==> src/grmc_pkg.sv <==
// Purpose: constants for the global request and mode control block
// Assumes: 8-bit registers on a plain strobe port, one clock domain
// Notes:   offsets 0x1 and 0x2 are printed; the rest are local additions
package grmc_pkg;
    localparam int          AW              = 4;
    localparam int          DW              = 8;
    localparam logic [3:0]  ADDR_MODE       = 4'h1;
    localparam logic [3:0]  ADDR_AUX        = 4'h2;
    localparam logic [3:0]  ADDR_IRQ_STAT   = 4'h4;
    localparam logic [3:0]  ADDR_IRQ_MASK   = 4'h5;
    localparam logic [3:0]  ADDR_STATUS     = 4'h6;
    localparam logic [7:0]  MODE_RESET      = 8'h00;
    localparam logic [7:0]  AUX_RESET       = 8'h00;
    localparam logic [7:0]  MODE_WMASK      = 8'hDF;
    localparam logic [7:0]  AUX_WMASK       = 8'h06;
    // mode register fields
    localparam int          BIT_RESEED      = 7;
    localparam int          BIT_NOISEPRIO   = 6;
    localparam int          BIT_HOLDOVER    = 4;
    localparam int          BIT_MUTE        = 3;
    localparam int          BIT_PULSE       = 2;
    localparam int          BIT_RESTART     = 1;
    localparam int          BIT_SLEEP       = 0;
    // aux register fields
    localparam int          BIT_AUTOTUNE    = 2;
    localparam int          BIT_SLIP        = 1;
    // interrupt status bits
    localparam int          IRQ_RESEED_DONE = 0;
    localparam int          IRQ_SLIP_ALARM  = 1;
    localparam int          IRQ_HOLDOVER    = 2;
    localparam int          IRQ_W           = 3;
    // resync state codes as seen by software
    localparam logic [3:0]  RSYNC_CODE_IDLE = 4'h0;
    localparam logic [3:0]  RSYNC_CODE_RUN  = 4'h1;
    localparam logic [3:0]  RSYNC_CODE_DONE = 4'h2;
    // holdover delays in loop-clock cycles; reseed and slip lengths in core clock cycles
    localparam int          HOLD_DEB_CYC    = 6;
    localparam int          HOLD_BYP_CYC    = 2;
    localparam int          RESEED_CYC      = 4;
    localparam int          SLIP_CYC        = 4;
    localparam logic [7:0]  ZERO8           = 8'h00;
    typedef enum logic [1:0] {RS_IDLE, RS_RUN, RS_DONE} grmc_rs_t;
endpackage : grmc_pkg

==> src/grmc_top.sv <==
// Purpose: global request and mode control registers with request event logic
// Assumes: first loop clock domain is sampled as a synchronous tick input
// Notes:   read data valid the cycle after the read strobe
//
// Design decision made here: the strobed register port.
module grmc_top #(
    parameter int HOLD_DEB_CYCLES = grmc_pkg::HOLD_DEB_CYC,
    parameter int HOLD_BYP_CYCLES = grmc_pkg::HOLD_BYP_CYC,
    parameter int RESEED_CYCLES   = grmc_pkg::RESEED_CYC,
    parameter int SLIP_CYCLES     = grmc_pkg::SLIP_CYC
) (
    // clock and reset
    input  wire logic        core_clk,
    input  wire logic        nrst,
    // register port
    input  wire logic [3:0]  regAddr,
    input  wire logic [7:0]  regWdata,
    input  wire logic        regWr,
    input  wire logic        regRd,
    output logic      [7:0]  regRdata,
    // loop domain and pins
    input  wire logic        firstLoopTick,
    input  wire logic        holdDebounceEn,
    input  wire logic        general_input_pin,
    // control outputs
    output logic             reseedPulse,
    output logic             pulseGenReq,
    output logic             slipPulse,
    output logic             phaseSyncAlarm,
    output logic             noisePriority,
    output logic             firstLoopHoldover,
    output logic             muteDrivers,
    output logic             restartPulse,
    output logic             sleepMode,
    output logic             autotuneStart,
    output logic             irq
);
    logic [7:0]        mode_q;
    logic [7:0]        aux_q;
    logic [2:0]        irqStat_q;
    logic [2:0]        irqMask_q;
    logic [7:0]        rdata_q;
    grmc_pkg::grmc_rs_t rs_q;
    logic [7:0]        rsCnt_q;
    logic [7:0]        slipCnt_q;
    logic              slipBusy_q;
    logic [3:0]        holdCnt_q;
    logic              holdState_q;
    logic              reseedPulse_q;
    logic              slipPulse_q;
    logic              alarm_q;
    logic              restart_q;
    logic              autotune_q;
    logic              pulseGen_q;

    wire        wrMode    = regWr && (regAddr == grmc_pkg::ADDR_MODE);
    wire        wrAux     = regWr && (regAddr == grmc_pkg::ADDR_AUX);
    wire        wrMask    = regWr && (regAddr == grmc_pkg::ADDR_IRQ_MASK);
    wire        rdStat    = regRd && (regAddr == grmc_pkg::ADDR_IRQ_STAT);
    wire [7:0]  modeNew   = regWdata & grmc_pkg::MODE_WMASK;
    wire [7:0]  auxNew    = regWdata & grmc_pkg::AUX_WMASK;
    // rising edge = written one over stored zero
    wire        reseedRise = wrMode && modeNew[grmc_pkg::BIT_RESEED]
                             && !mode_q[grmc_pkg::BIT_RESEED];
    wire        pulseRise  = wrMode && modeNew[grmc_pkg::BIT_PULSE]
                             && !mode_q[grmc_pkg::BIT_PULSE];
    wire        restartRise = wrMode && modeNew[grmc_pkg::BIT_RESTART]
                             && !mode_q[grmc_pkg::BIT_RESTART];
    wire        slipRise   = wrAux && auxNew[grmc_pkg::BIT_SLIP]
                             && !aux_q[grmc_pkg::BIT_SLIP];
    wire        tuneRise   = wrAux && auxNew[grmc_pkg::BIT_AUTOTUNE]
                             && !aux_q[grmc_pkg::BIT_AUTOTUNE];
    wire        reseedOk   = reseedRise && (rs_q == grmc_pkg::RS_DONE)
                             && !slipBusy_q;
    wire        holdReq    = mode_q[grmc_pkg::BIT_HOLDOVER] || general_input_pin;
    wire [3:0]  holdTarget = holdDebounceEn ? 4'(HOLD_DEB_CYCLES)
                                            : 4'(HOLD_BYP_CYCLES);
    wire        rsFinish   = (rs_q == grmc_pkg::RS_RUN) && (rsCnt_q == 8'd0);
    wire        slipFinish = slipBusy_q && (slipCnt_q == 8'd0);
    wire        holdEnter  = holdReq && !holdState_q && firstLoopTick
                             && (holdCnt_q + 4'd1 == holdTarget);
    wire [2:0]  irqEv;
    assign irqEv[grmc_pkg::IRQ_RESEED_DONE] = rsFinish;
    assign irqEv[grmc_pkg::IRQ_SLIP_ALARM]  = slipFinish;
    assign irqEv[grmc_pkg::IRQ_HOLDOVER]    = holdEnter;
    wire [3:0]  rsCode = (rs_q == grmc_pkg::RS_DONE) ? grmc_pkg::RSYNC_CODE_DONE :
                         (rs_q == grmc_pkg::RS_RUN)  ? grmc_pkg::RSYNC_CODE_RUN  :
                                                       grmc_pkg::RSYNC_CODE_IDLE;
    wire [7:0]  statusWord = {2'b00, alarm_q, holdState_q, rsCode};
    wire [7:0]  rdMux = (regAddr == grmc_pkg::ADDR_MODE)     ? mode_q :
                        (regAddr == grmc_pkg::ADDR_AUX)      ? aux_q :
                        (regAddr == grmc_pkg::ADDR_IRQ_STAT) ? {5'b0, irqStat_q} :
                        (regAddr == grmc_pkg::ADDR_IRQ_MASK) ? {5'b0, irqMask_q} :
                        (regAddr == grmc_pkg::ADDR_STATUS)   ? statusWord :
                                                               grmc_pkg::ZERO8;

    // register storage; restart leaves configuration alone
    always_ff @(posedge core_clk) begin
        if (!nrst) begin
            mode_q    <= grmc_pkg::MODE_RESET;
            aux_q     <= grmc_pkg::AUX_RESET;
            irqMask_q <= 3'b000;
            rdata_q   <= grmc_pkg::ZERO8;
        end else begin
            if (wrMode) mode_q <= modeNew;
            if (wrAux) aux_q <= auxNew;
            if (wrMask) irqMask_q <= regWdata[2:0];
            rdata_q <= regRd ? rdMux : grmc_pkg::ZERO8;
        end
    end

    // sticky status: set wins over read clear
    always_ff @(posedge core_clk) begin
        if (!nrst) irqStat_q <= 3'b000;
        else irqStat_q <= (rdStat ? 3'b000 : irqStat_q) | irqEv;
    end

    // resync timer: reseeds sync-enabled dividers, restart returns it to done
    always_ff @(posedge core_clk) begin
        if (!nrst || restart_q) begin
            rs_q    <= grmc_pkg::RS_DONE;
            rsCnt_q <= 8'd0;
        end else begin
            unique case (rs_q)
                grmc_pkg::RS_IDLE: rs_q <= grmc_pkg::RS_DONE;
                grmc_pkg::RS_RUN: begin
                    if (rsCnt_q == 8'd0) rs_q <= grmc_pkg::RS_DONE;
                    else rsCnt_q <= rsCnt_q - 8'd1;
                end
                grmc_pkg::RS_DONE: begin
                    if (reseedOk) begin
                        rs_q    <= grmc_pkg::RS_RUN;
                        rsCnt_q <= 8'(RESEED_CYCLES - 1);
                    end
                end
            endcase
        end
    end

    // slip processing, then phase sync alarm
    always_ff @(posedge core_clk) begin
        if (!nrst || restart_q) begin
            slipBusy_q <= 1'b0;
            slipCnt_q  <= 8'd0;
            alarm_q    <= 1'b0;
        end else if (slipRise && !slipBusy_q) begin
            slipBusy_q <= 1'b1;
            slipCnt_q  <= 8'(SLIP_CYCLES - 1);
            alarm_q    <= 1'b0;
        end else if (slipFinish) begin
            slipBusy_q <= 1'b0;
            alarm_q    <= 1'b1;
        end else if (slipBusy_q) begin
            slipCnt_q <= slipCnt_q - 8'd1;
        end
    end

    // holdover debounce, counted on loop-domain ticks
    always_ff @(posedge core_clk) begin
        if (!nrst || restart_q) begin
            holdCnt_q   <= 4'd0;
            holdState_q <= 1'b0;
        end else if (!holdReq) begin
            holdCnt_q   <= 4'd0;
            holdState_q <= 1'b0;
        end else if (holdEnter) begin
            holdState_q <= 1'b1;
        end else if (firstLoopTick && !holdState_q) begin
            holdCnt_q <= holdCnt_q + 4'd1;
        end
    end

    // one-cycle event pulses
    always_ff @(posedge core_clk) begin
        if (!nrst) begin
            reseedPulse_q <= 1'b0;
            slipPulse_q   <= 1'b0;
            restart_q     <= 1'b0;
            autotune_q    <= 1'b0;
            pulseGen_q    <= 1'b0;
        end else begin
            reseedPulse_q <= reseedOk;
            slipPulse_q   <= slipRise && !slipBusy_q;
            restart_q     <= restartRise;
            autotune_q    <= tuneRise;
            pulseGen_q    <= pulseRise;
        end
    end

    // registered outputs
    always_ff @(posedge core_clk) begin
        if (!nrst) begin
            noisePriority     <= 1'b0;
            muteDrivers       <= 1'b0;
            sleepMode         <= 1'b0;
            firstLoopHoldover <= 1'b0;
            phaseSyncAlarm    <= 1'b0;
            irq               <= 1'b0;
        end else begin
            noisePriority     <= mode_q[grmc_pkg::BIT_NOISEPRIO];
            muteDrivers       <= mode_q[grmc_pkg::BIT_MUTE];
            sleepMode         <= mode_q[grmc_pkg::BIT_SLEEP];
            firstLoopHoldover <= holdState_q;
            phaseSyncAlarm    <= alarm_q;
            irq               <= |(irqStat_q & irqMask_q);
        end
    end

    assign regRdata    = rdata_q;
    assign reseedPulse = reseedPulse_q;
    assign slipPulse   = slipPulse_q;
    assign restartPulse = restart_q;
    assign autotuneStart = autotune_q;
    assign pulseGenReq = pulseGen_q;
endmodule : grmc_top

==> config.mk <==
export PLATFORM = sky130hd
export DESIGN_NAME = grmc_top
export DESIGN_NICKNAME = d
export VERILOG_FILES = /design/src/grmc_pkg.sv /design/src/grmc_top.sv
export SDC_FILE = /design/constraint.sdc
export NUM_CORES = 1
export LEC_CHECK = 0
export ABC_AREA = 0
export BUFFER_PORTS_ARGS = -buffer_cell sky130_fd_sc_hd__buf_4
export CAP_MARGIN = 40
export CELL_PAD_IN_SITES_DETAIL_PLACEMENT = 0
export CELL_PAD_IN_SITES_GLOBAL_PLACEMENT = 1
export CORE_ASPECT_RATIO = 1.5
export CORE_MARGIN = 1
export CORE_UTILIZATION = 23
export DETAILED_ROUTE_END_ITERATION = 8
export GPL_TIMING_DRIVEN = 0
export PLACE_DENSITY_LB_ADDON = 0.1
export SLEW_MARGIN = 25
export SYNTH_ARGS = -nofsm -noshare
export SYNTH_HDL_FRONTEND = slang
export SYNTH_SLANG_ARGS = --single-unit
==> constraint.sdc <==
create_clock -name core_clk -period 1.57 [get_ports core_clk]
set_input_delay 0.0785 -clock core_clk [delete_from_list [all_inputs] [get_ports core_clk]]
set_output_delay 0.0785 -clock core_clk [all_outputs]
set_load 0.05 [all_outputs]
=== After elaboration in Yosys (flattened, before gate mapping) ===
Index checks and enable logic that the tools add are counted.

* Bitwise logic cells: 7
* Add/sub/neg operators: 3
* Muxes and demuxes: 20
* Equality and inequality tests: 12
* Reductions and logical operators: 49

{| class="wikitable"
|+ Operators with widths
! kind !! count
|-
| $mux 6 || 4
|-
| $mux 8 || 3
|-
| $logic_and 1x1->1 || 23
|-
| $logic_not 8->1 || 2
|-
| $pmux 8 s2 || 1
|-
| $sub 8x1->8 const B || 2
|-
| $eq 4x3->1 const B || 3
|-
| $mux 2 || 6
|-
| $reduce_and 2->1 || 5
|-
| $logic_not 1->1 || 8
|-
| $mux 3 || 2
|-
| $pmux 2 s3 || 1
|-
| $reduce_bool 2->1 || 3
|-
| $reduce_or 6->1 || 1
|-
| $not 1->1 || 5
|-
| $add 4x1->4 const B || 1
|-
| $eq 4x1->1 const B || 1
|-
| $eq 4x2->1 const B || 1
|-
| $eq 4x3->1 || 1
|-
| $ne 2x1->1 const B || 2
|-
| $ne 2x2->1 const B || 2
|-
| $reduce_or 2->1 || 2
|-
| $and 3x3->3 || 1
|-
| $mux 1 || 3
|-
| 7 further kinds || 8
|}

* Input bits: 19
* Bits in registers: 59
* Word-level logic and storage cells: 116
* Output and inout bits: 19

=== Logic depth before layout (Yosys ltp) ===
* Depth in word-level cells: 8
* Mapped depth: 6
* Depth with buffers taken out: 6

=== Worst setup path before layout ===
Ideal clock, no wire load.

* Path type: flip-flop to flip-flop
* Start: register holdCnt_q[0]
* End: register holdCnt_q[2]
* Arrival: 1.651 ns
* Period minus slack after synthesis: 1.710 ns
* Path slack: -0.140 ns
* Required time: 1.511 ns
* Stages on the path, launching flop included: 6
* Buffers on the path: 0
* Setup time: 0.059 ns
* Path through: dfxtp_1 ha_1 xnor3_2 o211a_2 or4b_1 nand2_1

* Cells in the longest elaborated chain, start to end: 5

{| class="wikitable"
|+ Ends and longest elaborated chain
! element !! RTL line !! source
|-
| start, declared || grmc_top.sv:47 || <nowiki>logic [3:0] holdCnt_q;</nowiki>
|-
| start signal, assigned || grmc_top.sv:169 || <nowiki>holdCnt_q <= holdCnt_q + 4'd1;</nowiki>
|-
| $add 4x1->4 (*) || grmc_top.sv:81, grmc_top.sv:169 ||
|-
| $eq 4x3->1 || grmc_top.sv:81 || <nowiki>&& (holdCnt_q + 4'd1 == holdTarget);</nowiki>
|-
| $logic_and 1x1->1 || grmc_top.sv:81 ||
|-
| $not 1->1 (no line) || n/a ||
|-
| $reduce_and 2->1 (no line) || n/a ||
|}

Every way passes the cells marked *; elsewhere a longest branch is shown, timed or not.
A chain may end at the register's enable or synchronous reset.

=== Final worst setup path ===
* Start: register holdCnt_q[2]
* End: register holdCnt_q[2]

The elaborated chain is that of the path after synthesis.

==> tab_implementation.tex <==
\begin{tabular}{lr}
\hline
Metric & Value \\
\hline
\multicolumn{2}{l}{\textbf{Synth}} \\
\quad Avg Cell Area, Syn & 8.92 sq um \\
\quad Commonest cells in the synthesized netlist & sky130\_fd\_sc\_hd\_\_dfxtp\_1 (59), sky130\_fd\_sc\_hd\_\_nand2\_1 (22), sky130\_fd\_sc\_hd\_\_nand3\_1 (22) \\
\quad Post-synth net total & 322 \\
\quad Post-synthesis sequential element count & approximately 60 \\
\quad EDFF count, synth & 0 \\
\quad Cell count after synthesis & between 200 and 300 \\
\quad Post-synthesis cell type with the largest combined area & sky130\_fd\_sc\_hd\_\_dfxtp\_1 \\
\quad Async set-or-reset flop fraction in the synthesized netlist & 0 \\
\quad Sequential-to-total area share from yosys stat & 0.446 \\
\quad Top area cells in the synthesized netlist & sky130\_fd\_sc\_hd\_\_dfxtp\_1 (45\%), sky130\_fd\_sc\_hd\_\_nand3\_1 (4.2\%), sky130\_fd\_sc\_hd\_\_mux2i\_1 (3.8\%), sky130\_fd\_sc\_hd\_\_a21boi\_0 (3.4\%), sky130\_fd\_sc\_hd\_\_nand2\_1 (3.1\%) \\
\quad Cell area after technology mapping & $\sim$2700 sq um \\
\quad Share of Yosys cell area claimed by the top area cell type & 0.446 \\
\quad Most common flop cell mapped by yosys & sky130\_fd\_sc\_hd\_\_dfxtp\_1 \\
\quad Number of warning messages in the yosys log & 0 \\
\quad Count of different cell masters after synthesis & 49 \\
\quad Most numerous cell in the Yosys netlist & sky130\_fd\_sc\_hd\_\_dfxtp\_1 \\
\multicolumn{2}{l}{\textbf{Min path}} \\
\quad Launch instance of the worst min-delay path & regWdata[6] \\
\quad Worst min path class & in -> reg \\
\multicolumn{2}{l}{\textbf{Outcome}} \\
\quad Violations in the final reports & negative setup slack \\
\quad Outcome & complete, but fails checks \\
\multicolumn{2}{l}{\textbf{Timing}} \\
\quad Final count of hold timing violations & 0 \\
\quad Final count of pins violating max slew & 0 \\
\quad Slew @ Worst Pin & 616 ps \\
\quad Timing-limited maximum frequency & 0.621 GHz \\
\quad Crit share post-route & 1.03 \\
\quad Post-route worst setup slack & -39.9 ps \\
\quad Post-layout min period & about 1600 ps \\
\quad Final Skew & 5.89 ps \\
\quad Worst relative slew slack & 0.586 \\
\quad Total Neg Setup Slack & -39.9 ps \\
\quad RSZ-0062 raised after global routing & yes \\
\quad Finish-stage setup viols & 1 \\
\multicolumn{2}{l}{\textbf{Final layout}} \\
\quad Number of filler instances in the final layout & 1,171 \\
\quad Multi-input logic area & between 1500 and 2000 sq um \\
\quad Number of antenna cells inserted & 0 \\
\quad Fraction of layout cells with a size suffix above 1 & 0.312 \\
\quad Sequential cell area & roughly 1200 sq um \\
\quad Layout area overhead & 43.3\% \\
\quad Fin nets & $\sim$380 \\
\multicolumn{2}{l}{\textbf{Floorplanning}} \\
\quad \# IOs & 38 \\
\quad Die W & between 80 and 90 um \\
\quad Effective utilization at floorplan & 0.238 \\
\quad Chip height & 133 um \\
\quad Core footprint & 11,100 sq um \\
\quad Die Area & 12,000 sq um \\
\quad Std cell rows & 47 \\
\multicolumn{2}{l}{\textbf{Pwr}} \\
\quad Worst vdd rail ir drop & 0.480 mV \\
\quad Leakage & 1.51 nW \\
\quad Portion of total power attributed to combinational logic & 0.061 \\
\quad Clk pwr share & 0.564 \\
\quad Sequential group share of total power & 0.376 \\
\quad Switching power & a little under 0.9 mW \\
\quad Fraction of power spent switching nets & 0.219 \\
\quad Design internal power & 3.15 mW \\
\quad Cell Pwr Density & 1060 nW/um\^{}2 \\
\multicolumn{2}{l}{\textbf{GRT}} \\
\quad Gr ovfl total & 0 \\
\quad Total track usage & 0.143 \\
\quad Maximum number of pins on one net before global-route repair & 12 \\
\quad Number of global-route vias before repair & about 2,300 \\
\quad Initial antenna violation count & 0 \\
\quad Wire length of the first global-routing pass & 12,600 um \\
\multicolumn{2}{l}{\textbf{CTS}} \\
\quad Clock latency on the worst-skew pair & 330 ps \\
\quad TritonCTS clock tree & yes \\
\quad Sink count of the clock tree & 59 \\
\quad Root Buffer Master & sky130\_fd\_sc\_hd\_\_clkbuf\_16 \\
\quad Clock-pin slew on the worst setup and hold paths & 50 ps \\
\quad Maximum clock insertion buffer count & 2 \\
\quad Total CTS buffers & 9 \\
\quad H-tree Lvls & 3 \\
\quad Hold buffer count at CTS & 0 \\
\multicolumn{2}{l}{\textbf{Setup path}} \\
\quad Critical path data required time & approximately 1800 ps \\
\quad Element type at the critical path end & flop \\
\quad Slowest cell on crit path & sky130\_fd\_sc\_hd\_\_or4b\_1 \\
\quad Kind of critical path & reg -> reg \\
\quad Launching element type of the critical path & flop \\
\quad R2r setup slk & -40 ps \\
\quad End point of the critical path & holdCnt\_q[2] \\
\quad Worst-case reg-to-reg path depth & 4 \\
\quad Crit path cell chain & xnor3\_2, o211a\_4, or4b\_1, nand2\_1 \\
\quad Worst setup startpoint & holdCnt\_q[2] \\
\quad Arr. time, crit path & about 1900 ps \\
\quad Critical R2R Capture & holdCnt\_q[2] \\
\quad Crit path max fanout & 6 \\
\quad Worst reg2reg path startpoint & holdCnt\_q[2] \\
\quad Largest stage delay on the critical path & 490 ps \\
\multicolumn{2}{l}{\textbf{Routing}} \\
\quad Overall routed net length & slightly below 8000 um \\
\quad Starting DRT DRC Count & 75 \\
\quad Routed length per instance & between 15 and 20 um \\
\quad Detailed-routing iteration count for the pre-antenna-repair pass & 4 \\
\quad Vias & 2,340 \\
\quad Routed via count divided by cell count & 4.60 \\
\quad Residual DRC & 0 \\
\quad Post-route antenna net violation count & 0 \\
\multicolumn{2}{l}{\textbf{Run}} \\
\quad MaxCap Viol Count & 0 \\
\multicolumn{2}{l}{\textbf{Placement}} \\
\quad Placer Congestion & 0.764 \\
\quad Post-DP HPWL & 5700 um \\
\quad Number of input and output port buffers inserted & 35 \\
\quad Minimum setup slack after placement & -483 ps \\
\hline
\end{tabular}
-- stage by stage --
| stage | total power, mW | std cells | utilization | hold WS [ps] | instance area (sq um) |
|---|---|---|---|---|---|
| after floorplan | 1.69 | 297 | - | 197 | 2670 |
| after global placement | 1.78 | 479 | 0.280 | 354 | 3120 |
| after detailed placement | 1.78 | 479 | 0.280 | 358 | 3120 |
| after CTS | 4.10 | 501 | 0.326 | 0.933 | 3630 |
| after global routing | 4.20 | 509 | 0.342 | 23.0 | 3800 |
| final | 4.04 | 509 | 0.342 | 13.7 | 3800 |
-- critical path, delay by kind of cell (launching register included) --
| family | cells | cell delay (ps) |
|---|---|---|
| and+or+nand+nor | 2 | 560 |
| AOI/OAI and AO/OA | 1 | 170 |
| DFF | 1 | 370 |
| xor gates and xnor gates | 1 | 450 |
-- metal layers --
| layer | vias up | track usage | part of all wire |
|---|---|---|---|
| met1 | 1102 | 0.169 | 0.40 |
| met2 | 35 | 0.242 | 0.55 |
| met4 | 0 | 0.0520 | 0.018 |
| met5 | - | 0 | 0 |
| met3 | 10 | 0.0415 | 0.039 |
| li1 | 1193 | - | - |
-- power groups by stage --
stage / combinational [mW] / clock [mW] / sequential [mW]
finish: 0.245 / 2.27 / 1.52
floorplan: 0.122 / 0 / 1.56
global placement: 0.227 / 0 / 1.56
detailed placement: 0.224 / 0 / 1.56
global route: 0.272 / 2.41 / 1.52
CTS: 0.238 / 2.34 / 1.52
-- worst min-delay path by stage --
stage / end / slack [ps] / cells after the start
floorplan: autotuneStart / 200 / 2
global placement: autotuneStart / 350 / 3
detailed placement: reseedPulse / 360 / 3
CTS: reseedPulse / 0.9 / 3
global route: reseedPulse / 20 / 3
finish: mode_q[6] / 10 / 3
-- logic make-up after synthesis --
group	share of synthesized area
AO/OA/AOI/OAI	0.164
XOR/XNOR	0.0189
adder cells (fa/ha/maj)	0.0283
buffers and inverters	0.0354
flip-flops	0.446
multiplexers	0.0378
AND/OR/NAND/NOR	0.270
-- flip-flops by register name (all words and copies together) (netlist names), 2 cells and up --
| register | cells |
|---|---|
| irqMask_q | 3 |
| mode_q | 7 |
| holdCnt_q | 4 |
| aux_q | 2 |
| slipCnt_q | 8 |
| irqStat_q | 3 |
| rs_q | 2 |
| rsCnt_q | 8 |
| regRdata | 8 |
-- what timing repair did --
action                     4_1_cts  5_1_grt
buffers inserted                 6        8
resized for setup               30       31
setup endpoints to repair       18       21
pin swaps                        1        9
-- final cells by class --
class,count,share of cell area
Multi-Input combinational cell,214,0.414
Sequential cell,59,0.320
Timing Repair Buffer,49,0.0979
Clock buffer,9,0.0593
Tap cell,147,0.0484
Clock inverter,7,0.0306
Buffer,12,0.0178
Inverter,12,0.0119
-- cells in the final DEF (no fill, tap or decap), drive strengths merged, types with 12 or more instances in the layout --
cell type	n
buf	52
dfxtp	59
nor2b	12
inv	12
a21boi	12
clkbuf	18
nand3	22
a21oi	12
nor2	21
nand2	22
Power figures use the tool's default switching activity.
